**src/rtcpi_pkg.sv**
```systemverilog
// constants, register map and timing for the rtc port interface
// Function
// [RQ1] raise an interrupt every second after power-up; tick status sets every second but irq needs mask bit 0, which resets to 0
// [RQ2] time keeps running even when ticks are missed
// [RQ3] registers hold two BCD digits, tens high
// [RQ4] host reads: select, setup bit, read strobe
// [RQ5] read strobe held 1 us, register driven
// [RQ6] host writes: select masked, data two below
// [RQ7] write strobe held 1 us latches the data
// [RQ8] host reads time at power-up
// [RQ9] host never overlaps strobes, keeps selection stable
package rtcpi_pkg;
    // clock and strobe timing
    localparam int unsigned CLK_HZ     = 40_000_000;
    localparam int unsigned CLK_NS     = 25;
    localparam int unsigned STROBE_NS  = 1000;
    localparam int unsigned STROBE_CYC = (STROBE_NS + CLK_NS - 1) / CLK_NS;
    localparam int unsigned HOLD_W     = 6;
    // register indices; byte address is four times the index
    localparam logic [7:0]  IDX_CTRL   = 8'h5c;
    localparam logic [7:0]  IDX_DATA   = 8'h5a;
    localparam logic [7:0]  IDX_STAT   = 8'h60;
    localparam logic [7:0]  IDX_MASK   = 8'h61;
    localparam logic [9:0]  ADDR_CTRL  = {IDX_CTRL, 2'b00};
    localparam logic [9:0]  ADDR_DATA  = {IDX_DATA, 2'b00};
    localparam logic [9:0]  ADDR_STAT  = {IDX_STAT, 2'b00};
    localparam logic [9:0]  ADDR_MASK  = {IDX_MASK, 2'b00};
    // control port fields
    localparam int unsigned CTRL_SETUP = 7;
    localparam int unsigned CTRL_WR    = 6;
    localparam int unsigned CTRL_RD    = 5;
    localparam int unsigned SEL_W      = 5;
    // clock register numbers
    localparam int unsigned NREG       = 8;
    localparam int unsigned REG_SEC    = 2;
    localparam int unsigned REG_MIN    = 3;
    localparam int unsigned REG_HOUR   = 4;
    localparam int unsigned REG_DAY    = 5;
    localparam int unsigned REG_MON    = 6;
    localparam int unsigned REG_YEAR   = 7;
    localparam logic [7:0]  CLK_RST [NREG] =
        '{8'h00, 8'h00, 8'h00, 8'h00, 8'h00, 8'h01, 8'h01, 8'h00};
    // BCD limits
    localparam logic [7:0]  BCD_SEC_MAX  = 8'h59;
    localparam logic [7:0]  BCD_HOUR_MAX = 8'h23;
    localparam logic [7:0]  BCD_MON_MAX  = 8'h12;
    localparam logic [7:0]  BCD_YEAR_MAX = 8'h99;
    localparam logic [7:0]  BCD_ONE      = 8'h01;
    // interrupt status bits
    localparam int unsigned IRQ_W      = 2;
    localparam int unsigned IRQ_TICK   = 0;
    localparam int unsigned IRQ_WDONE  = 1;
endpackage : rtcpi_pkg

```
**src/rtcpi_top.sv**
```systemverilog
// rtc port interface: control and data ports, bcd clock, avalon slave
`timescale 1ns/100ps
module rtcpi_top
#(
    parameter int unsigned TICK_CYCLES = rtcpi_pkg::CLK_HZ
)
(
    input  wire logic        ref_clk,
    input  wire logic        resetn,
    input  wire logic [9:0]  avs_address,
    input  wire logic        avs_read,
    input  wire logic        avs_write,
    input  wire logic [31:0] avs_writedata,
    output logic      [31:0] avs_readdata,
    output logic             avs_waitrequest,
    output logic             irq
);
    import rtcpi_pkg::*;

    logic [7:0]        clk_reg   [NREG];
    logic [7:0]        next_time [NREG];
    logic [7:0]        ctrl;
    logic [7:0]        data_port;
    logic [IRQ_W-1:0]  stat;
    logic [IRQ_W-1:0]  mask;
    logic [IRQ_W-1:0]  next_stat;
    logic [31:0]       presc;
    logic              tick;
    logic [HOLD_W-1:0] hold_cnt;
    logic              acc_wr;
    logic              acc_rd;
    logic              rd_strobe;
    logic              wr_strobe;
    logic              held;
    logic              wr_fire;
    logic [SEL_W-1:0]  sel;
    logic [7:0]        sel_val;
    logic [31:0]       rd_value;
    logic [7:0]        dim;

    // one wait state per access: the request is seen, then completed
    always_ff @(posedge ref_clk)
    begin
        if (!resetn)
            avs_waitrequest <= 1'b1;
        else
            avs_waitrequest <= ~((avs_read | avs_write) & avs_waitrequest);
    end

    assign acc_wr = avs_write & ~avs_waitrequest;
    assign acc_rd = avs_read & ~avs_waitrequest;

    // decoded strobes from the control port
    assign sel       = ctrl[SEL_W-1:0];
    assign rd_strobe = ctrl[CTRL_SETUP] & ctrl[CTRL_RD]; // [RQ5]
    assign wr_strobe = ctrl[CTRL_WR];
    assign held      = hold_cnt >= HOLD_W'(STROBE_CYC);

    // a write lands when the strobe drops after a full hold time;
    // a shorter pulse is ignored so glitches cannot corrupt the clock
    assign wr_fire = acc_wr && avs_address == ADDR_CTRL && wr_strobe
                     && !avs_writedata[CTRL_WR] && held; // [RQ7]

    // control and data port registers
    always_ff @(posedge ref_clk)
    begin
        if (!resetn)
        begin
            ctrl      <= 8'h00;
            data_port <= 8'h00;
        end
        else if (acc_wr)
        begin
            if (avs_address == ADDR_CTRL)
                ctrl <= avs_writedata[7:0];
            if (avs_address == ADDR_DATA)
                data_port <= avs_writedata[7:0];
        end
    end

    // strobe hold time counter, cleared only while neither strobe is set, stops at the strobe time
    always_ff @(posedge ref_clk)
    begin
        if (!resetn)
            hold_cnt <= '0;
        else if (!(rd_strobe | wr_strobe))
            hold_cnt <= '0;
        else if (!held)
            hold_cnt <= hold_cnt + HOLD_W'(1);
    end

    // once-per-second prescaler, free running from reset
    always_ff @(posedge ref_clk)
    begin
        if (!resetn)
        begin
            presc <= '0;
            tick  <= 1'b0;
        end
        else if (presc == 32'(TICK_CYCLES - 1))
        begin
            presc <= '0;
            tick  <= 1'b1; // [RQ1]
        end
        else
        begin
            presc <= presc + 32'h1;
            tick  <= 1'b0;
        end
    end

    // bcd increment of two digits, tens in the upper nibble
    function automatic logic [7:0] bcd_inc(input logic [7:0] v);
        if (v[3:0] == 4'h9)
            return {v[7:4] + 4'h1, 4'h0}; // [RQ3]
        return {v[7:4], v[3:0] + 4'h1};
    endfunction : bcd_inc

    // last day of the month; leap years are multiples of four
    always_comb
    begin
        case (clk_reg[REG_MON])
            8'h02:
                if (clk_reg[REG_YEAR][4])
                    dim = (clk_reg[REG_YEAR][3:0] == 4'h2 ||
                           clk_reg[REG_YEAR][3:0] == 4'h6) ? 8'h29 : 8'h28;
                else
                    dim = (clk_reg[REG_YEAR][3:0] == 4'h0 ||
                           clk_reg[REG_YEAR][3:0] == 4'h4 ||
                           clk_reg[REG_YEAR][3:0] == 4'h8) ? 8'h29 : 8'h28;
            8'h04, 8'h06, 8'h09, 8'h11:
                dim = 8'h30;
            default:
                dim = 8'h31;
        endcase
    end

    // carry chain from seconds to years; counting never depends on
    // the host taking its interrupt
    always_comb
    begin
        for (int i = 0; i < NREG; i++)
            next_time[i] = clk_reg[i];
        if (clk_reg[REG_SEC] != BCD_SEC_MAX)
            next_time[REG_SEC] = bcd_inc(clk_reg[REG_SEC]); // [RQ2]
        else
        begin
            next_time[REG_SEC] = 8'h00;
            if (clk_reg[REG_MIN] != BCD_SEC_MAX)
                next_time[REG_MIN] = bcd_inc(clk_reg[REG_MIN]);
            else
            begin
                next_time[REG_MIN] = 8'h00;
                if (clk_reg[REG_HOUR] != BCD_HOUR_MAX)
                    next_time[REG_HOUR] = bcd_inc(clk_reg[REG_HOUR]);
                else
                begin
                    next_time[REG_HOUR] = 8'h00;
                    if (clk_reg[REG_DAY] < dim)
                        next_time[REG_DAY] = bcd_inc(clk_reg[REG_DAY]);
                    else
                    begin
                        next_time[REG_DAY] = BCD_ONE;
                        if (clk_reg[REG_MON] < BCD_MON_MAX)
                            next_time[REG_MON] = bcd_inc(clk_reg[REG_MON]);
                        else
                        begin
                            next_time[REG_MON] = BCD_ONE;
                            next_time[REG_YEAR] =
                                (clk_reg[REG_YEAR] == BCD_YEAR_MAX) ?
                                8'h00 : bcd_inc(clk_reg[REG_YEAR]);
                        end
                    end
                end
            end
        end
    end

    // clock registers; a host write beats the tick in the same cycle
    for (genvar g = 0; g < NREG; g++)
    begin : g_reg
        always_ff @(posedge ref_clk)
        begin
            if (!resetn)
                clk_reg[g] <= CLK_RST[g];
            else if (wr_fire && sel == SEL_W'(g))
                clk_reg[g] <= data_port; // [RQ7]
            else if (tick)
                clk_reg[g] <= next_time[g]; // [RQ2]
        end
    end

    // selected register value, zero for numbers with no register
    assign sel_val = (sel < SEL_W'(NREG)) ? clk_reg[sel[2:0]] : 8'h00;

    // read mux; the control port shows the register while the read strobe is set
    always_comb
    begin
        case (avs_address)
            ADDR_CTRL:
                rd_value = {24'h0, rd_strobe ? sel_val : ctrl}; // [RQ5]
            ADDR_DATA:
                rd_value = {24'h0, data_port};
            ADDR_STAT:
                rd_value = {{(32-IRQ_W){1'b0}}, stat};
            ADDR_MASK:
                rd_value = {{(32-IRQ_W){1'b0}}, mask};
            default:
                rd_value = 32'h0;
        endcase
    end

    // read data is captured in the wait cycle and stands at completion
    always_ff @(posedge ref_clk)
    begin
        if (!resetn)
            avs_readdata <= 32'h0;
        else if (avs_read && avs_waitrequest)
            avs_readdata <= rd_value;
    end

    // sticky status: a set in the clearing cycle survives the clear
    always_comb
    begin
        next_stat = stat;
        if (acc_rd && avs_address == ADDR_STAT)
            next_stat = stat & ~avs_readdata[IRQ_W-1:0]; // unreported stay
        if (tick)
            next_stat[IRQ_TICK] = 1'b1; // [RQ1]
        if (wr_fire)
            next_stat[IRQ_WDONE] = 1'b1;
    end

    // status, mask and the level interrupt out of a flip-flop
    always_ff @(posedge ref_clk)
    begin
        if (!resetn)
        begin
            stat <= '0;
            mask <= '0;
            irq  <= 1'b0;
        end
        else
        begin
            stat <= next_stat;
            if (acc_wr && avs_address == ADDR_MASK)
                mask <= avs_writedata[IRQ_W-1:0];
            irq  <= |(next_stat & (acc_wr && avs_address == ADDR_MASK ?
                    avs_writedata[IRQ_W-1:0] : mask)); // [RQ1]
        end
    end
endmodule : rtcpi_top

```
**config.mk**
```make
export PLATFORM = sky130hd
export DESIGN_NAME = rtcpi_top
export DESIGN_NICKNAME = d
export VERILOG_FILES = /design/src/rtcpi_pkg.sv /design/src/rtcpi_top.sv
export SDC_FILE = /design/constraint.sdc
export NUM_CORES = 1
export LEC_CHECK = 0
export ABC_AREA = 1
export BUFFER_PORTS_ARGS = -buffer_cell sky130_fd_sc_hd__buf_2
export CORE_MARGIN = 2
export CORE_UTILIZATION = 30
export CTS_BUF_LIST = sky130_fd_sc_hd__clkbuf_16
export CTS_CLUSTER_SIZE = 12
export DETAILED_ROUTE_END_ITERATION = 7
export SLEW_MARGIN = 10
export SYNTH_ARGS = -nofsm -noshare
export SYNTH_HDL_FRONTEND = slang
export SYNTH_SLANG_ARGS = --single-unit
```
**constraint.sdc**
```tcl
create_clock -name ref_clk -period 3.6 [get_ports ref_clk]
set_input_delay 0 -clock ref_clk [delete_from_list [all_inputs] [get_ports ref_clk]]
set_output_delay 0 -clock ref_clk [all_outputs]
set_load 0.02 [all_outputs]
```
After elaboration in Yosys (flattened, before gate mapping)
Memory sizes are Yosys's and may differ from the RTL's. A register that Yosys moved wholly into a read port is not among the register bits.
Cells that the tools add are included.
Storage, ports and cells
  register bits after elaboration: 93
  word-level logic and storage cells: 248
  output and inout port bits: 34
  input port bits: 46
  memories kept: 1
  RAM bits: 64
Operators by class
  add/sub/neg operators: 14
  bitwise logic cells: 28
  muxes and demuxes: 129
  equal/unequal tests: 33
  magnitude comparators: 4
  reductions and logical operators: 29
Memory list
  clk_reg: depth 8, width 8, rd ports 7, clocked after memory_dff 1, wr ports 8, RTL line rtcpi_top.sv:20  | logic [7:0] clk_reg [NREG];
Operators with widths (number)
  two-way mux 8 bit: 37
  two-way mux 1 bit: 82
  adder 4 x 1 -> 4 bit, second input constant: 12
  equality test 10 x 9 -> 1 bit, second input constant: 4
  two-way mux 40 bit: 1
  adder 32 x 1 -> 32 bit, second input constant: 1
  equality test 32 x 26 -> 1 bit, second input constant: 1
  two-way mux 32 bit: 1
  case mux 8 bit (4 select lines): 1
  equality test 4 bit, second input constant: 7
  two-way mux 24 bit: 1
  equality test 5 x 3 -> 1 bit, second input constant: 4
  OR 1 bit: 18
  equality test 8 x 3 -> 1 bit, second input constant: 2
  two-way mux 16 bit: 1
  inequality test 8 x 7 -> 1 bit, second input constant: 2
  case mux 8 bit (2 select lines): 1
  logical AND 1 bit: 15
  equality test 5 x 2 -> 1 bit, second input constant: 2
  AND reduction 2 bit: 5
  equality test 4 x 3 -> 1 bit, second input constant: 2
  equality test 8 x 2 -> 1 bit, second input constant: 1
  equality test 8 x 4 -> 1 bit, second input constant: 1
  equality test 8 x 5 -> 1 bit, second input constant: 1
  22 further kinds: 34

Logic depth before layout (Yosys ltp)
An unclocked memory read counts as a cell.
  word-level depth: 20
  gate-level depth with buffers: 13

Worst setup path after synthesis
No wires, ideal clock.
  kind: reg-to-reg
  start: memory clk_reg[6][4]
  end: memory clk_reg[6][4], enable pin
  path slack: 1.375 ns
  setup time: 0.339 ns
  buffers on the path: 0
  cell stages (with the launch flop): 14
  arrival time: 1.886 ns
  data required time: 3.261 ns
  cells stage by stage: edfxtp_1 > inv_1 > ha_1 > nand3_1 > nor2_1 > inv_1 > ha_1 > inv_1 > o21bai_1 > nand2_1 > nand2_1 > nand2_1 > nand2_1 > a21oi_1
RTL lines (RTL line)
  start, declared: rtcpi_top.sv:20

==> key figures <==
Worst hold path
  • Min-Delay Path Class: input port to flip-flop

Setup path
  • Startpoint Class: flip-flop
  • Max incr delay on CP: around 0.44 ns
  • Worst Path Required: between 3 and 4 ns
  • Reg2reg end: clk_reg[6][4]$_DFFE_PP_
  • WP data arrival: 2.65 ns
  • Flop2flop setup slack: 1.02 ns
  • Kind of critical path: flip-flop to flip-flop
  • R2R cell count: 13
  • WP buf/inv: 3
  • Delay-heaviest family, CP: simple AND/OR/NAND/NOR gates
  • Crit end category: flip-flop
  • CP max-delay cell: edfxtp_1
  • R2R Path Start: clk_reg[6][5]$_DFFE_PP_
  • Worst Setup EP: clk_reg[6][4]$_DFFE_PP_
  • Largest fanout on the critical path: 4
  • Worst path most repeated cell: nand2_1
  • Timing startpoint of the critical path: clk_reg[6][5]$_DFFE_PP_
  • CP Cell Sequence: inv_1 > ha_1 > nand3_1 > nor2_1 > inv_1 > ha_1 > inv_1 > o21bai_1 > nand2_1 > nand2_1 > nand2_1 > nand2_1 > a21oi_1
  • Critical path depth: 13

STA
  • Max Clk Rate: 0.388 GHz
  • RSZ-0062 raised after global routing: no
  • Relative slew slack: 0.578
  • Minimum clock period: 2.58 ns
  • Worst Max-Slew Pin Slew: 0.626 ns
  • Worst Skew: 0.00869 ns
  • Final setup violation count: 0
  • Min Hold Slack: about 0.037 ns
  • Post-route setup TNS: 0 ns
  • Final Hold Vio Count: 0
  • Final period utilization: 0.715
  • Max-slew violations: 0

Placement
  • GP Congestion: 0.895
  • Port-buffer cells: 31
  • Placed insts: around 1400
  • Post-DP HPWL: 15.9 mm
  • Dpl cell area: 8480 um^2

Die
  • Die height: around 170 um
  • Top-Level Pins: 80
  • Initial core utilization: 0.307
  • # rows: just under 60
  • Die width: roughly 170 um
  • DIE AREA: approximately 28000 um^2
  • Core area: between 20000 and 30000 um^2

Flow run
  • Maxcap violations: 0

Synthesis
  • Synth unique cells: 52
  • Post-Syn Area: 8060 um^2
  • Post-synth ARST share: 0
  • #FFs+latches synth: 136
  • Mapped Cells: 1051
  • Sequential-to-total area share from yosys stat: 0.417
  • Synth warn: 0
  • Synth top area cells: edfxtp_1 24%, dfxtp_1 18%, nand2_1 8.2%
  • Main flop type after synthesis: dfxtp_1
  • Synth area leader: edfxtp_1
  • Top post-synthesis cells by count: 175 x nand2_1, 139 x inv_1, 114 x nor2_1
  • Count leader, synth: nand2_1
  • Post-Syn Area per Cell: about 7.7 um^2
  • Top-area cell type share of the netlist area: 0.239
  • Post-synth EDFFs: 64

Global route
  • GRT overflow: 0
  • Number of global-route vias before repair: 6583
  • Initial antenna violation count: 0
  • First-pass GRT wire length: 34.5 mm
  • Gr usage total: 0.155
  • Largest net degree at the start of global routing: 46

Clock tree
  • CTS tree: done
  • Worst-path clk slew: around 0.070 ns
  • TritonCTS Sinks: between 100 and 150
  • CTS Buf Count: 17
  • Clock Latency Late Sink: 0.43 ns
  • CTS root buffer: clkbuf_16
  • Max clock buf depth: 2
  • Post-cts resize count: 0
  • Max H-tree Level: 4

Final layout
  • Fin nets: ~1200
  • Syn-to-layout area delta: 14.7%
  • Ratio of cells with drive above 1 in the final layout: 0.107
  • Final instance count without filler cells: around 1400
  • Filler cells: 2745
  • Util after Layout: 0.353
  • Ant. Diodes: 0
  • Largest register FFs: 64
  • Design Area, Final: 9240 um^2

Pwr
  • Pwr Density: 406 nW/um^2
  • Max IR drop VDD: 337 uV
  • Static leakage: 3.60 nW

Routing
  • Antenna-violating nets left: 0
  • Routed via count: 7175
  • Via-per-instance ratio: around 5.0
  • Final wirelength: roughly 22 mm
  • DRT iter0 DRCs: 547
  • DRC viols: 0
  • DRT Pass-1 Iters: 5
  • Avg WL per Cell: 14.9 um

Status
  • Outcome: completed
==> kinds of logic after synthesis <==
logic type | synth area share
xor+xnor | 0.0261
fa+ha+maj | 0.0357
other cells | 0.000465
simple gates | 0.277
buf+inv | 0.104
compound gates | 0.139
flops | 0.417
==> worst min-delay path by stage <==
| stage | from | to | slack, ns | cells after the start |
|---|---|---|---|---|
| floorplan | avs_read | avs_waitrequest$_SDFF_PN1_ | 0.12 | 1 |
| global placement | avs_write | avs_waitrequest$_SDFF_PN1_ | 0.23 | 2 |
| detailed placement | avs_write | avs_waitrequest$_SDFF_PN1_ | 0.24 | 2 |
| CTS | avs_address[3] | avs_readdata[0]$_SDFFE_PN0P_ | 0.02 | 4 |
| global route | avs_address[3] | avs_readdata[0]$_SDFFE_PN0P_ | 0.05 | 4 |
| finish | avs_address[3] | avs_readdata[0]$_SDFFE_PN0P_ | 0.04 | 4 |
==> layout by cell type, fill, tap and decap left out, drive strengths merged, types with 3 or more instances in the layout <==
cell         count
a21oi           76
a31oi            3
buf             36
clkbuf          19
clkinv           8
conb            24
dfxtp           72
dlygate4sd3     13
edfxtp          64
ha              23
inv            154
nand2          182
nand3           93
nand3b           4
nand4           19
nor2           124
nor3            28
nor3b            5
nor4             3
o211ai          20
o21ai           83
o22ai           13
or2             12
xnor2            5
xor2            19
==> metrics by stage <==
step	power [mW]	setup slack [ns]
after floorplan	1.86	1.37
after global placement	1.90	1.08
after detailed placement	1.90	1.02
after CTS	3.77	1.02
after global routing	3.86	0.813
final	3.75	1.02
==> power breakdown <==
part	switching (mW)	internal (mW)	total, mW
clock	0.747	1.12	1.87
sequential	0.0288	1.65	1.68
combinational	0.136	0.0643	0.200
total	0.912	2.84	3.75
==> worst reg2reg max path, cell delays in order (launching register included) <==
cell,delay [ns]
edfxtp_1,0.44
inv_1,0.11
ha_1,0.14
nand3_1,0.10
nor2_1,0.19
inv_1,0.07
ha_1,0.27
inv_1,0.03
o21bai_1,0.14
nand2_1,0.09
nand2_1,0.10
nand2_1,0.10
nand2_1,0.07
a21oi_1,0.38
==> repair_timing <==
item,CTS,global route
endpoints found under the hold margin,23,0
hold buffers,13,0
setup buffers,0,0
==> layer usage <==
| metal | share of wire | track usage | vias up |
|---|---|---|---|
| met4 | 0.019 | 0.0488 | 0 |
| met2 | 0.46 | 0.250 | 222 |
| met5 | 0 | 0 | - |
| met3 | 0.060 | 0.0263 | 36 |
| met1 | 0.46 | 0.212 | 3354 |
| li1 | - | - | 3563 |
==> final cells by class <==
class	instances	area, um^2	share of cell area
Sequential cell	136	3360	0.364
Tap cell	335	419	0.0454
Clock buffer	19	475	0.0515
Inverter	151	568	0.0615
Clock inverter	13	150	0.0162
Timing Repair Buffer	49	323	0.0349
Multi-Input combinational cell	743	3940	0.427
(Power assumes the default switching activity.)
